`src/hdl/kpi_pkg.sv`:
```
// kpi_pkg: shared constants and types of the key pin interrupt unit
package kpi_pkg;

    // widths of the register port and of the pin group
    localparam int ADDR_W = 8;
    localparam int DATA_W = 8;
    localparam int PIN_COUNT = 4;
    localparam int EV_W = 2;

    // register offsets on the plain register port
    localparam logic [ADDR_W-1:0] OFS_STATUS_CONTROL = 8'h00;
    localparam logic [ADDR_W-1:0] OFS_PIN_ENABLE = 8'h01;
    localparam logic [ADDR_W-1:0] OFS_POLARITY = 8'h02;
    localparam logic [ADDR_W-1:0] OFS_IRQ_STATUS = 8'h03;
    localparam logic [ADDR_W-1:0] OFS_IRQ_MASK = 8'h04;

    // field positions of key_status_control
    localparam int SC_FLAG_BIT = 3;
    localparam int SC_ACK_BIT = 2;
    localparam int SC_IE_BIT = 1;
    localparam int SC_MODE_BIT = 0;

    // field positions of the interrupt status and mask registers
    localparam int IST_EVENT_BIT = 0;
    localparam int IST_WAKE_BIT = 1;

    // reset values
    localparam logic [PIN_COUNT-1:0] RST_PIN_ENABLE = 4'h0;
    localparam logic [PIN_COUNT-1:0] RST_POLARITY = 4'h0;
    localparam logic RST_IRQ_ENABLE = 1'b0;
    localparam logic RST_EVENT_FLAG = 1'b0;
    localparam logic [EV_W-1:0] RST_IRQ_MASK = 2'h0;
    localparam logic [EV_W-1:0] RST_IRQ_STATUS = 2'h0;
    localparam logic [DATA_W-1:0] RST_RDATA = 8'h00;

    // detection mode: first value is edge-only, second edge plus level
    typedef enum logic {
        KPI_EDGE_ONLY,
        KPI_EDGE_LEVEL
    } kpi_mode_t;

endpackage

```
`src/hdl/kpi_pin_detect.sv`:
```
// kpi_pin_detect: per-pin sampling, polarity and edge detection
`timescale 1ns/1ps
module kpi_pin_detect #(
    parameter int NUM_PINS = 4
) (
    input wire logic ref_clk,
    input wire logic arst_n,
    input wire logic sync_clr,
    input wire logic [NUM_PINS-1:0] pins,
    input wire logic [NUM_PINS-1:0] polarity,
    output logic [NUM_PINS-1:0] edge_hit,
    output logic [NUM_PINS-1:0] level_hit
);

    // a pin is asserted at low level for polarity 0, at high level for polarity 1
    logic [NUM_PINS-1:0] asserted;
    // asserted state seen on the previous bus cycle
    logic [NUM_PINS-1:0] prev_asserted_q;

    assign asserted = ~(pins ^ polarity);

    // previous sample starts as asserted so a pin must first sit at reset level
    always_ff @(posedge ref_clk or negedge arst_n) begin
        if (!arst_n) begin
            prev_asserted_q <= '1;
        end else if (sync_clr) begin
            prev_asserted_q <= '1;
        end else begin
            prev_asserted_q <= asserted;
        end
    end

    // edge: not asserted last cycle, asserted now
    assign edge_hit = asserted & ~prev_asserted_q;
    assign level_hit = asserted;

endmodule

```
`src/hdl/kpi_irq_status.sv`:
```
// kpi_irq_status: sticky event status, mask and level interrupt output
`timescale 1ns/1ps
module kpi_irq_status #(
    parameter int EV_W = 2
) (
    input wire logic ref_clk,
    input wire logic arst_n,
    input wire logic sync_clr,
    input wire logic [EV_W-1:0] events,
    input wire logic rd_clear,
    input wire logic mask_wr,
    input wire logic [EV_W-1:0] mask_wdata,
    output logic [EV_W-1:0] status,
    output logic [EV_W-1:0] mask,
    output logic irq
);

    logic [EV_W-1:0] status_d;
    logic [EV_W-1:0] mask_d;

    // an event in the clearing read cycle survives: set wins over clear
    always_comb begin
        status_d = (status & ~{EV_W{rd_clear}}) | events;
        mask_d = mask_wr ? mask_wdata : mask;
    end

    // status, mask and the registered interrupt level
    always_ff @(posedge ref_clk or negedge arst_n) begin
        if (!arst_n) begin
            status <= kpi_pkg::RST_IRQ_STATUS;
            mask <= kpi_pkg::RST_IRQ_MASK;
            irq <= 1'b0;
        end else if (sync_clr) begin
            status <= kpi_pkg::RST_IRQ_STATUS;
            mask <= kpi_pkg::RST_IRQ_MASK;
            irq <= 1'b0;
        end else begin
            status <= status_d;
            mask <= mask_d;
            irq <= |(status_d & mask_d);
        end
    end
endmodule

```
`src/hdl/kpi_top.sv`:
```
// kpi_top: key pin interrupt unit with register port and wake request
//
// Notes on behaviour
// - four key pins, disabled pins are ignored
// - falling, rising, falling+low or rising+high trigger
// - retain stop mode keeps detecting, wakes processor
// - power-off stop disables unit, registers reset
// - debug halt does not stop detection
// - control bits seven to four read zero
// - event flag read only, writes ignored
// - acknowledge bit write one clears, reads zero
// - interrupt enable gates the interrupt request
// - mode bit picks edge-only or edge+level
// - pin enable bits select active pins
// - polarity bits pick falling/low or rising/high
// - edge is two successive bus-cycle samples
// - valid edge or level sets the flag
// - acknowledge clears flag unless edge+level mode and level still asserted
// - polarity picks pullup or pulldown resistor
`timescale 1ns/1ps
module kpi_top (
    input wire logic ref_clk,
    input wire logic arst_n,
    input wire logic [kpi_pkg::ADDR_W-1:0] bus_addr,
    input wire logic [kpi_pkg::DATA_W-1:0] bus_wdata,
    input wire logic bus_wr,
    input wire logic bus_rd,
    output logic [kpi_pkg::DATA_W-1:0] bus_rdata,
    input wire logic [kpi_pkg::PIN_COUNT-1:0] key_input_pins,
    input wire logic stop_retain_mode,
    input wire logic stop_poweroff_mode,
    input wire logic [kpi_pkg::PIN_COUNT-1:0] port_a_pull_enable,
    output logic key_irq_req,
    output logic wake_req,
    output logic irq,
    output logic [kpi_pkg::PIN_COUNT-1:0] pull_up_en,
    output logic [kpi_pkg::PIN_COUNT-1:0] pull_down_en
);

    // address match, shared by every strobe decode
    function automatic logic addr_hit(
        input logic [kpi_pkg::ADDR_W-1:0] addr,
        input logic [kpi_pkg::ADDR_W-1:0] ofs
    );
        addr_hit = (addr == ofs);
    endfunction

    // control state
    logic key_event_flag_q; // event flag, bit 3 of status/control
    logic key_irq_enable_q; // interrupt enable, bit 1
    kpi_pkg::kpi_mode_t key_detect_mode_q; // detection mode, bit 0
    logic [kpi_pkg::PIN_COUNT-1:0] key_pin_enable_q; // pin enable register
    logic [kpi_pkg::PIN_COUNT-1:0] key_polarity_q; // polarity select register
    logic key_irq_req_q; // request to the processor
    logic wake_req_q; // wake request out of retain stop
    logic [kpi_pkg::DATA_W-1:0] bus_rdata_q; // read data, one cycle after strobe
    logic [kpi_pkg::PIN_COUNT-1:0] pull_up_q;
    logic [kpi_pkg::PIN_COUNT-1:0] pull_down_q;

    // decoded strobes
    logic wr_sc;
    logic wr_pe;
    logic wr_pol;
    logic wr_msk;
    logic rd_ist;
    logic ack_wr;

    // detector results
    logic [kpi_pkg::PIN_COUNT-1:0] edge_hit;
    logic [kpi_pkg::PIN_COUNT-1:0] level_hit;
    logic set_term; // some enabled pin triggers this cycle
    logic flag_d;
    logic wake_d;
    logic [kpi_pkg::EV_W-1:0] irq_events;
    logic [kpi_pkg::EV_W-1:0] irq_status;
    logic [kpi_pkg::EV_W-1:0] irq_mask;
    logic irq_w;
    logic [kpi_pkg::DATA_W-1:0] rd_mux;

    // power-off stop acts as a held synchronous reset, so on wake all but the pull resistor selects and the read data flop is at reset
    logic poweroff;
    assign poweroff = stop_poweroff_mode;

    // strobe decode; a write never waits, it lands on this edge
    always_comb begin
        wr_sc = bus_wr && addr_hit(bus_addr, kpi_pkg::OFS_STATUS_CONTROL);
        wr_pe = bus_wr && addr_hit(bus_addr, kpi_pkg::OFS_PIN_ENABLE);
        wr_pol = bus_wr && addr_hit(bus_addr, kpi_pkg::OFS_POLARITY);
        wr_msk = bus_wr && addr_hit(bus_addr, kpi_pkg::OFS_IRQ_MASK);
        rd_ist = bus_rd && addr_hit(bus_addr, kpi_pkg::OFS_IRQ_STATUS);
        ack_wr = wr_sc && bus_wdata[kpi_pkg::SC_ACK_BIT];
    end

    // pin sampling and edge detection
    kpi_pin_detect #(
        .NUM_PINS(kpi_pkg::PIN_COUNT)
    ) u_detect (
        .ref_clk(ref_clk),
        .arst_n(arst_n),
        .sync_clr(poweroff),
        .pins(key_input_pins),
        .polarity(key_polarity_q),
        .edge_hit(edge_hit),
        .level_hit(level_hit)
    );

    // trigger term: edges always, levels only in edge+level mode; masked by enables
    // no debug-halt qualifier exists here, so detection runs on while halted
    always_comb begin
        set_term = |(edge_hit & key_pin_enable_q);
        if (key_detect_mode_q == kpi_pkg::KPI_EDGE_LEVEL) begin
            set_term = set_term | (|(level_hit & key_pin_enable_q));
        end
    end

    // next flag: set wins over the acknowledge, which also keeps a held level set
    always_comb begin
        if (poweroff) begin
            flag_d = kpi_pkg::RST_EVENT_FLAG;
        end else if (set_term) begin
            flag_d = 1'b1;
        end else if (ack_wr) begin
            flag_d = 1'b0;
        end else begin
            flag_d = key_event_flag_q;
        end
    end

    // event flag register; bit 3 of a write is never looked at
    always_ff @(posedge ref_clk or negedge arst_n) begin
        if (!arst_n) begin
            key_event_flag_q <= kpi_pkg::RST_EVENT_FLAG;
        end else begin
            key_event_flag_q <= flag_d;
        end
    end

    // interrupt enable and detection mode fields
    always_ff @(posedge ref_clk or negedge arst_n) begin
        if (!arst_n) begin
            key_irq_enable_q <= kpi_pkg::RST_IRQ_ENABLE;
            key_detect_mode_q <= kpi_pkg::KPI_EDGE_ONLY;
        end else if (poweroff) begin
            key_irq_enable_q <= kpi_pkg::RST_IRQ_ENABLE;
            key_detect_mode_q <= kpi_pkg::KPI_EDGE_ONLY;
        end else if (wr_sc) begin
            key_irq_enable_q <= bus_wdata[kpi_pkg::SC_IE_BIT];
            key_detect_mode_q <= kpi_pkg::kpi_mode_t'(bus_wdata[kpi_pkg::SC_MODE_BIT]);
        end
    end

    // pin enable and polarity registers; upper write bits are dropped
    always_ff @(posedge ref_clk or negedge arst_n) begin
        if (!arst_n) begin
            key_pin_enable_q <= kpi_pkg::RST_PIN_ENABLE;
            key_polarity_q <= kpi_pkg::RST_POLARITY;
        end else if (poweroff) begin
            key_pin_enable_q <= kpi_pkg::RST_PIN_ENABLE;
            key_polarity_q <= kpi_pkg::RST_POLARITY;
        end else begin
            if (wr_pe) begin
                key_pin_enable_q <= bus_wdata[kpi_pkg::PIN_COUNT-1:0];
            end
            if (wr_pol) begin
                key_polarity_q <= bus_wdata[kpi_pkg::PIN_COUNT-1:0];
            end
        end
    end

    // wake: the clock is assumed to keep running in retain stop, slow as it may be;
    // a fully stopped clock would need an unclocked path that this block lacks
    always_comb begin
        wake_d = !poweroff && stop_retain_mode && key_irq_enable_q
                 && (key_event_flag_q || set_term);
    end

    // request outputs, one flop each
    always_ff @(posedge ref_clk or negedge arst_n) begin
        if (!arst_n) begin
            key_irq_req_q <= 1'b0;
            wake_req_q <= 1'b0;
        end else begin
            key_irq_req_q <= !poweroff && key_event_flag_q && key_irq_enable_q;
            wake_req_q <= wake_d;
        end
    end

    // events for the sticky status: flag rising and wake rising
    always_comb begin
        irq_events = '0;
        irq_events[kpi_pkg::IST_EVENT_BIT] = !poweroff && set_term && !key_event_flag_q;
        irq_events[kpi_pkg::IST_WAKE_BIT] = wake_d && !wake_req_q;
    end

    // sticky status, clear on read, mask and interrupt level
    kpi_irq_status #(
        .EV_W(kpi_pkg::EV_W)
    ) u_irq (
        .ref_clk(ref_clk),
        .arst_n(arst_n),
        .sync_clr(poweroff),
        .events(irq_events),
        .rd_clear(rd_ist),
        .mask_wr(wr_msk),
        .mask_wdata(bus_wdata[kpi_pkg::EV_W-1:0]),
        .status(irq_status),
        .mask(irq_mask),
        .irq(irq_w)
    );

    // read mux; unmapped offsets and unused bits read zero
    always_comb begin
        rd_mux = kpi_pkg::RST_RDATA;
        if (addr_hit(bus_addr, kpi_pkg::OFS_STATUS_CONTROL)) begin
            rd_mux[kpi_pkg::SC_FLAG_BIT] = key_event_flag_q;
            rd_mux[kpi_pkg::SC_ACK_BIT] = 1'b0;
            rd_mux[kpi_pkg::SC_IE_BIT] = key_irq_enable_q;
            rd_mux[kpi_pkg::SC_MODE_BIT] = (key_detect_mode_q == kpi_pkg::KPI_EDGE_LEVEL);
        end else if (addr_hit(bus_addr, kpi_pkg::OFS_PIN_ENABLE)) begin
            rd_mux[kpi_pkg::PIN_COUNT-1:0] = key_pin_enable_q;
        end else if (addr_hit(bus_addr, kpi_pkg::OFS_POLARITY)) begin
            rd_mux[kpi_pkg::PIN_COUNT-1:0] = key_polarity_q;
        end else if (addr_hit(bus_addr, kpi_pkg::OFS_IRQ_STATUS)) begin
            rd_mux[kpi_pkg::EV_W-1:0] = irq_status;
        end else if (addr_hit(bus_addr, kpi_pkg::OFS_IRQ_MASK)) begin
            rd_mux[kpi_pkg::EV_W-1:0] = irq_mask;
        end
    end

    // read data stand only in the cycle after the strobe, zero otherwise
    always_ff @(posedge ref_clk or negedge arst_n) begin
        if (!arst_n) begin
            bus_rdata_q <= kpi_pkg::RST_RDATA;
        end else if (bus_rd) begin
            bus_rdata_q <= rd_mux;
        end else begin
            bus_rdata_q <= kpi_pkg::RST_RDATA;
        end
    end

    // resistor selection: only where the port enables a resistor
    always_ff @(posedge ref_clk or negedge arst_n) begin
        if (!arst_n) begin
            pull_up_q <= '0;
            pull_down_q <= '0;
        end else begin
            pull_up_q <= port_a_pull_enable & key_polarity_q;
            pull_down_q <= port_a_pull_enable & ~key_polarity_q;
        end
    end

    // outputs straight from flops
    assign bus_rdata = bus_rdata_q;
    assign key_irq_req = key_irq_req_q;
    assign wake_req = wake_req_q;
    assign irq = irq_w;
    assign pull_up_en = pull_up_q;
    assign pull_down_en = pull_down_q;
endmodule

```
`config.mk`:
```
export PLATFORM = sky130hd
export DESIGN_NAME = kpi_top
export DESIGN_NICKNAME = d
export VERILOG_FILES = /design/src/hdl/kpi_pkg.sv /design/src/hdl/kpi_pin_detect.sv /design/src/hdl/kpi_irq_status.sv /design/src/hdl/kpi_top.sv
export SDC_FILE = /design/constraint.sdc
export NUM_CORES = 1
export LEC_CHECK = 0
export ABC_AREA = 1
export BUFFER_PORTS_ARGS = -buffer_cell sky130_fd_sc_hd__buf_2
export CORE_ASPECT_RATIO = 1.25
export CORE_MARGIN = 5
export CORE_UTILIZATION = 46
export DETAILED_ROUTE_END_ITERATION = 6
export PLACE_DENSITY = 0.84
export SLEW_MARGIN = 10
export SYNTH_ARGS = -nofsm -noshare
export SYNTH_HDL_FRONTEND = slang
export SYNTH_SLANG_ARGS = --single-unit
```
`constraint.sdc`:
```
create_clock -name ref_clk -period 1.2 [get_ports ref_clk]
set_input_delay 0.3 -clock ref_clk [delete_from_list [all_inputs] [get_ports ref_clk]]
set_output_delay 0.3 -clock ref_clk [all_outputs]
set_load 0.1 [all_outputs]
```
# After elaboration in Yosys (flattened, before gate mapping)
# Cells that the tools add are included.
# word_totals
word_cells,82
out_inout_bits,19
inputBits,30
regBits,34
# classes
mux,24
reduce_logical,26
n_eq_ne,4
n_bitwise,14
# ops
cell,count
$mux 4,8
$and 4x4->4,5
$eq 8x2->1 const B,2
$logic_and 1x1->1,14
$mux 2,7
$not 4->4,3
$mux 1,9
$eq 8x1->1 const B,1
$eq 8x3->1 const B,1
$logic_not 8->1,1
$reduce_or 4->1,2
$reduce_bool 2->1,3
$and 2x2->2,2
$xor 4x4->4,1
$logic_not 1->1,3
$reduce_bool 3->1,1
$not 2->2,1
$or 2x2->2,1
$reduce_or 2->1,1
$logic_or 1x1->1,1
$or 1x1->1,1

# Logic depth before layout (Yosys ltp)
# logic_depth
depth_word,14
depth_mapped,11

# Hierarchy
# From an unflattened synthesis, not the netlist that was laid out.
# hier_totals
cells_unflattened,223
hier_area_um2,1789.2
# modules_own_cells
mod,seq_area_each_um2,n_inst,area_each_um2,cells_each
kpi_top,625.6,1,1320.0,159
kpi_pin_detect,105.1,1,249.0,37
kpi_irq_status,125.1,1,220.2,27

# Worst setup path before layout
# Ideal clock, no wire load.
# synth_path
path_kind,register to register
from,register wake_req_q (netlist: wake_req)
to,register u_irq.irq
setup_ns,0.116
synth_period_minus_slack_ns,1.371
arrival_ns,1.255
stages_incl_launch_ff,6
setup_slack_ns,-0.171
required_ns,1.084
path_cell_list,dfrtp_1 -> inv_1 -> nand3_2 -> nand2_1 -> nand2_1 -> nand2_1
# synth_via
elab_chain_cells,6
# synth_rtl
element,line,text
from (decl),kpi_top.sv:55,logic wake_req_q;
from (signal assigned),kpi_top.sv:184,wake_req_q <= wake_d;
$logic_not 1->1,kpi_top.sv:192,irq_events[kpi_pkg::IST_WAKE_BIT] = wake_d && !wake_req_q;
$logic_and 1x1->1,kpi_top.sv:192,
$or 2x2->2,kpi_irq_status.sv:23,status_d = (status & ~{EV_W{rd_clear}}) | events;
$and 2x2->2,kpi_irq_status.sv:40,irq <= |(status_d & mask_d);
$reduce_or 2->1,kpi_irq_status.sv:40,
$mux 1,kpi_irq_status.sv:33,end else if (sync_clr) begin
to (signal assigned),kpi_irq_status.sv:40,
to (decl),kpi_irq_status.sv:15,output logic irq
# No other way between the ends.
# A chain may end at the register's enable or synchronous reset.

# Worst setup path after layout
# layout_path
from,register key_polarity_q[2] (netlist bit)
to,register u_irq.irq
# layout_via
elab_chain_cells,14
# layout_rtl
element,line,text
from (decl),kpi_top.sv:53,logic [kpi_pkg::PIN_COUNT-1:0] key_polarity_q;
from (signal assigned),kpi_top.sv:156,key_polarity_q <= kpi_pkg::RST_POLARITY;
from (signal assigned),kpi_top.sv:159,key_polarity_q <= kpi_pkg::RST_POLARITY;
from (signal assigned),kpi_top.sv:165,key_polarity_q <= bus_wdata[kpi_pkg::PIN_COUNT-1:0];
$xor 4x4->4 *,kpi_pin_detect.sv:20,assign asserted = ~(pins ^ polarity);
$not 4->4 *,kpi_pin_detect.sv:20,
$and 4x4->4,kpi_pin_detect.sv:34,assign edge_hit = asserted & ~prev_asserted_q;
$and 4x4->4,kpi_top.sv:110,set_term = |(edge_hit & key_pin_enable_q);
$reduce_or 4->1,kpi_top.sv:110,
$or 1x1->1,kpi_top.sv:112,set_term = set_term | (|(level_hit & key_pin_enable_q));
$mux 1 *,kpi_top.sv:111,if (key_detect_mode_q == kpi_pkg::KPI_EDGE_LEVEL) begin
$logic_or 1x1->1,kpi_top.sv:174,&& (key_event_flag_q || set_term);
$logic_and 1x1->1,kpi_top.sv:174,
$logic_and 1x1->1,kpi_top.sv:192,
$or 2x2->2 *,kpi_irq_status.sv:23,
$and 2x2->2 *,kpi_irq_status.sv:40,
$reduce_or 2->1 *,kpi_irq_status.sv:40,
$mux 1 *,kpi_irq_status.sv:33,
# Mark *: on every way between the ends. The rest lies on a longest branch, timed or not.

==> results.md <==
* Top-count cell post-synth: nand2_1
* Mean Syn Cell Area at 8.18 um2
* Hold Path Stages at 3
* Setup violations, final at 5
* Final wirelength at 4240 um
* Worst Hold Class: in2reg
* Maxcap violations at 0
* Unrepaired setup endpoints after global routing: true
* Syn Inst Count at 206
* Row count at 24
* EDFF count, synth at 0
* Final Net Count at 315
* Net Switching at 0.870 mW
* Synth Warn # at 0
* CTS max path bufs at 2
* RR Endpoint: u_irq.irq
* Die width at 64.1 um
* Async set-reset flop share out of synthesis at 100%
* Sequential power share at 43.0%
* Type of origin of the critical path: flop
* Max Slew Vio Count at 0
* Vias in the first global route at 1557
* Startpoint of the worst hold path: port_a_pull_enable[3]
* Grt ovf at 0
* Reg2Reg Depth at 11
* N_diodes at 0
* Ranking of synthesized cells by area: dfrtp_1 45%, nand2_1 12%, dfstp_2 6.2%
* CTS H-tree depth at 2
* Share of the synthesized area in the top cell type at 44.6%
* Failing checks: setup timing
* Seq/Total Area, Yosys at 50.8%
* DR WL/cell at 13.0 um
* Met2 Use GR at 30.1%
* Num ports at 49
* Yosys reg bits at 34
* FF-to-FF setup slack at -0.20 ns
* First-pass DRT Iterations at 4
* Synth top cells by count: 56 x nand2_1, 30 x dfrtp_1, 27 x inv_1
* Pre-CTS setup slack at -0.239 ns
* Clock net sink count at 34
* Dpl cells at 310
* Share of layout cells above drive strength 1 at 44.8%
* Area grow syn2layout at 52.7%
* Synth Flop Type: dfrtp_1
* Routability Congestion at 0.893
* PortBufs at 40
* Setup tns final at -0.660 ns
* CTS Root Cell: clkbuf_8
* Clock Pin Slew Worst Setup and Hold Paths at 0.07 ns
* Core Region at 3510 um2
* Final period util at 117%
* Via-to-Cell Ratio at 4.94
* Worst Path Required at 1.39 ns
* Die Ht at 77.7 um
* Initial Utilization at 47.9%
* Grt met1 use at 19.3%
* Crit path DAT at 1.59 ns
* Final setup margin at -0.199 ns
* Crit path time final at 1.40 ns
* LEAKAGE at 1.41 nW
* Critical path peak fanout at 4
* Fillers at 252
* Die area at 4980 um2
* Via count at 1606
* Status: finished with violations
* Max Fclk at 715 MHz
* DP HPWL at 3100 um
* Cell Count, Final, Fillers Out at 325
* Switching Share at 29.9%
* Synth cell types at 30
* TritonCTS clock tree: built
* Internal Pwr Total at 2.04 mW
* GRT met3 Usage at 5.49%
* Num CTS Buffers at 5
* FF-to-FF Start: key_polarity_q[2]
* GRT Util Overall at 17.6%
* Overall power at 2.91 mW
* Final-report hold violation count at 0
* Peak VDD IR at 0.00105 V
* Combinational power share at 22.6%
* Residual DRC count at 0
* Worst-Skew Late Latency at 0.30 ns
* Global-route wire length before repair at 6810 um
* Busiest grt layer: met2
* CP endpoint kind: flop
* Area leader, netlist: dfrtp_1
* Initial antenna violation count at 0
* Initial DRC Count at 43
* Worst Hold Endpoint: pull_up_en[3]
* P per Cell Area at 1130 nW/um2
* Clock Power Share at 34.4%
* Post-Syn Area at 1680 um2
* Antenna viol nets, final at 0
* Largest net degree at the start of global routing at 35
* Worst Clk Skew at 0.00600 ns
* Crit path kind: reg2reg
final cells by class:
| type | instances | area [um2] | area share [%] |
|---|---|---|---|
| inverters | 38 | 143 | 5.55 |
| clock buffers | 8 | 110 | 4.28 |
| repair buffers | 75 | 703 | 27.3 |
| multi-input cells | 131 | 709 | 27.6 |
| well taps | 39 | 48.8 | 1.90 |
| flip-flops and latches | 34 | 857 | 33.3 |
cells by family (layout without fill, tap and decap cells):
logic type,count (synthesis),after routing,synth area share [%]
DFF,34,34,50.8
buffers and inverters,44,121,10.8
other,1,4,0.223
and+or+nand+nor,104,104,29.7
AOI/OAI and AO/OA,23,23,8.40
metal layers:
metal  wire length, um  vias up
met5                 0        -
met4                91        0
met3               253        8
met2              2320       40
met1              1580      769
li1                  -      789
registers in the layout (all words and copies together), names as in the netlist, 2 cells and up:
name and flops:
u_irq.mask 2, pull_up_en 4, bus_rdata 4, u_irq.status 2, key_pin_enable_q 4, u_detect.prev_asserted_q 4
key_polarity_q 4, pull_down_en 4
worst max-delay path, stage by stage (launching register included):
cell and delay, ns:
dfrtp_1 0.42, inv_2 0.06, nand2_2 0.08, nand2_2 0.06
nand2_2 0.06, nand2_2 0.07, o21ai_4 0.18, nand3_2 0.12
nand3_2 0.10, nand2_1 0.05, nand2_1 0.05, nand2_1 0.05
power by group through the flow:
stage	sequential (mW)	clock [mW]	combinational, mW
floorplan	1.39	0	0.212
global placement	1.27	0	0.598
detailed placement	1.27	0	0.611
CTS	1.25	1.02	0.625
global route	1.26	1.07	0.704
finish	1.25	0.999	0.658
through the flow:
step | util, % | hold slack, ns | area (um2)
5_1_grt | 73.2 | 0.206 | 2570
2_1_floorplan | - | 0.00441 | 1700
3_5_place_dp | 67.1 | 0.275 | 2360
4_1_cts | 71.3 | 0.196 | 2500
6_report | 73.2 | 0.203 | 2570
3_3_place_gp | 67.1 | 0.269 | 2360
placed cells by master (no fill, tap or decap), types with 2 or more instances in the layout:
master,n
a21oi_1,3
a21oi_2,3
buf_12,16
buf_2,25
buf_4,33
clkbuf_8,8
conb_1,4
dfrtp_1,29
dfstp_2,4
inv_1,27
inv_2,10
nand2_1,48
nand2_2,12
nand3_1,11
nand3_2,5
nand4_1,3
nor2_1,13
nor2_2,4
nor2_4,2
o21ai_1,11
worst max-delay path by stage:
stage | startpoint | to | cells past startpoint
after detailed placement | bus_addr[3] | bus_rdata[1] | 7
after CTS | key_polarity_q[1] | u_irq.irq | 10
after global routing | key_polarity_q[2] | u_irq.irq | 11
after floorplan | key_polarity_q[2] | u_irq.irq | 11
after global placement | bus_addr[3] | bus_rdata[1] | 7
final | key_polarity_q[2] | u_irq.irq | 11
what timing repair did:
item / in CTS / in global routing
setup buffers: 2 / 4
endpoints found under the setup margin: 6 / 11
resized for setup: 3 / 10
hold endpoints to repair: 30 / 0
pin swaps: 5 / 5
hold buffers: 1 / 0
Power figures use the tool's default switching activity.
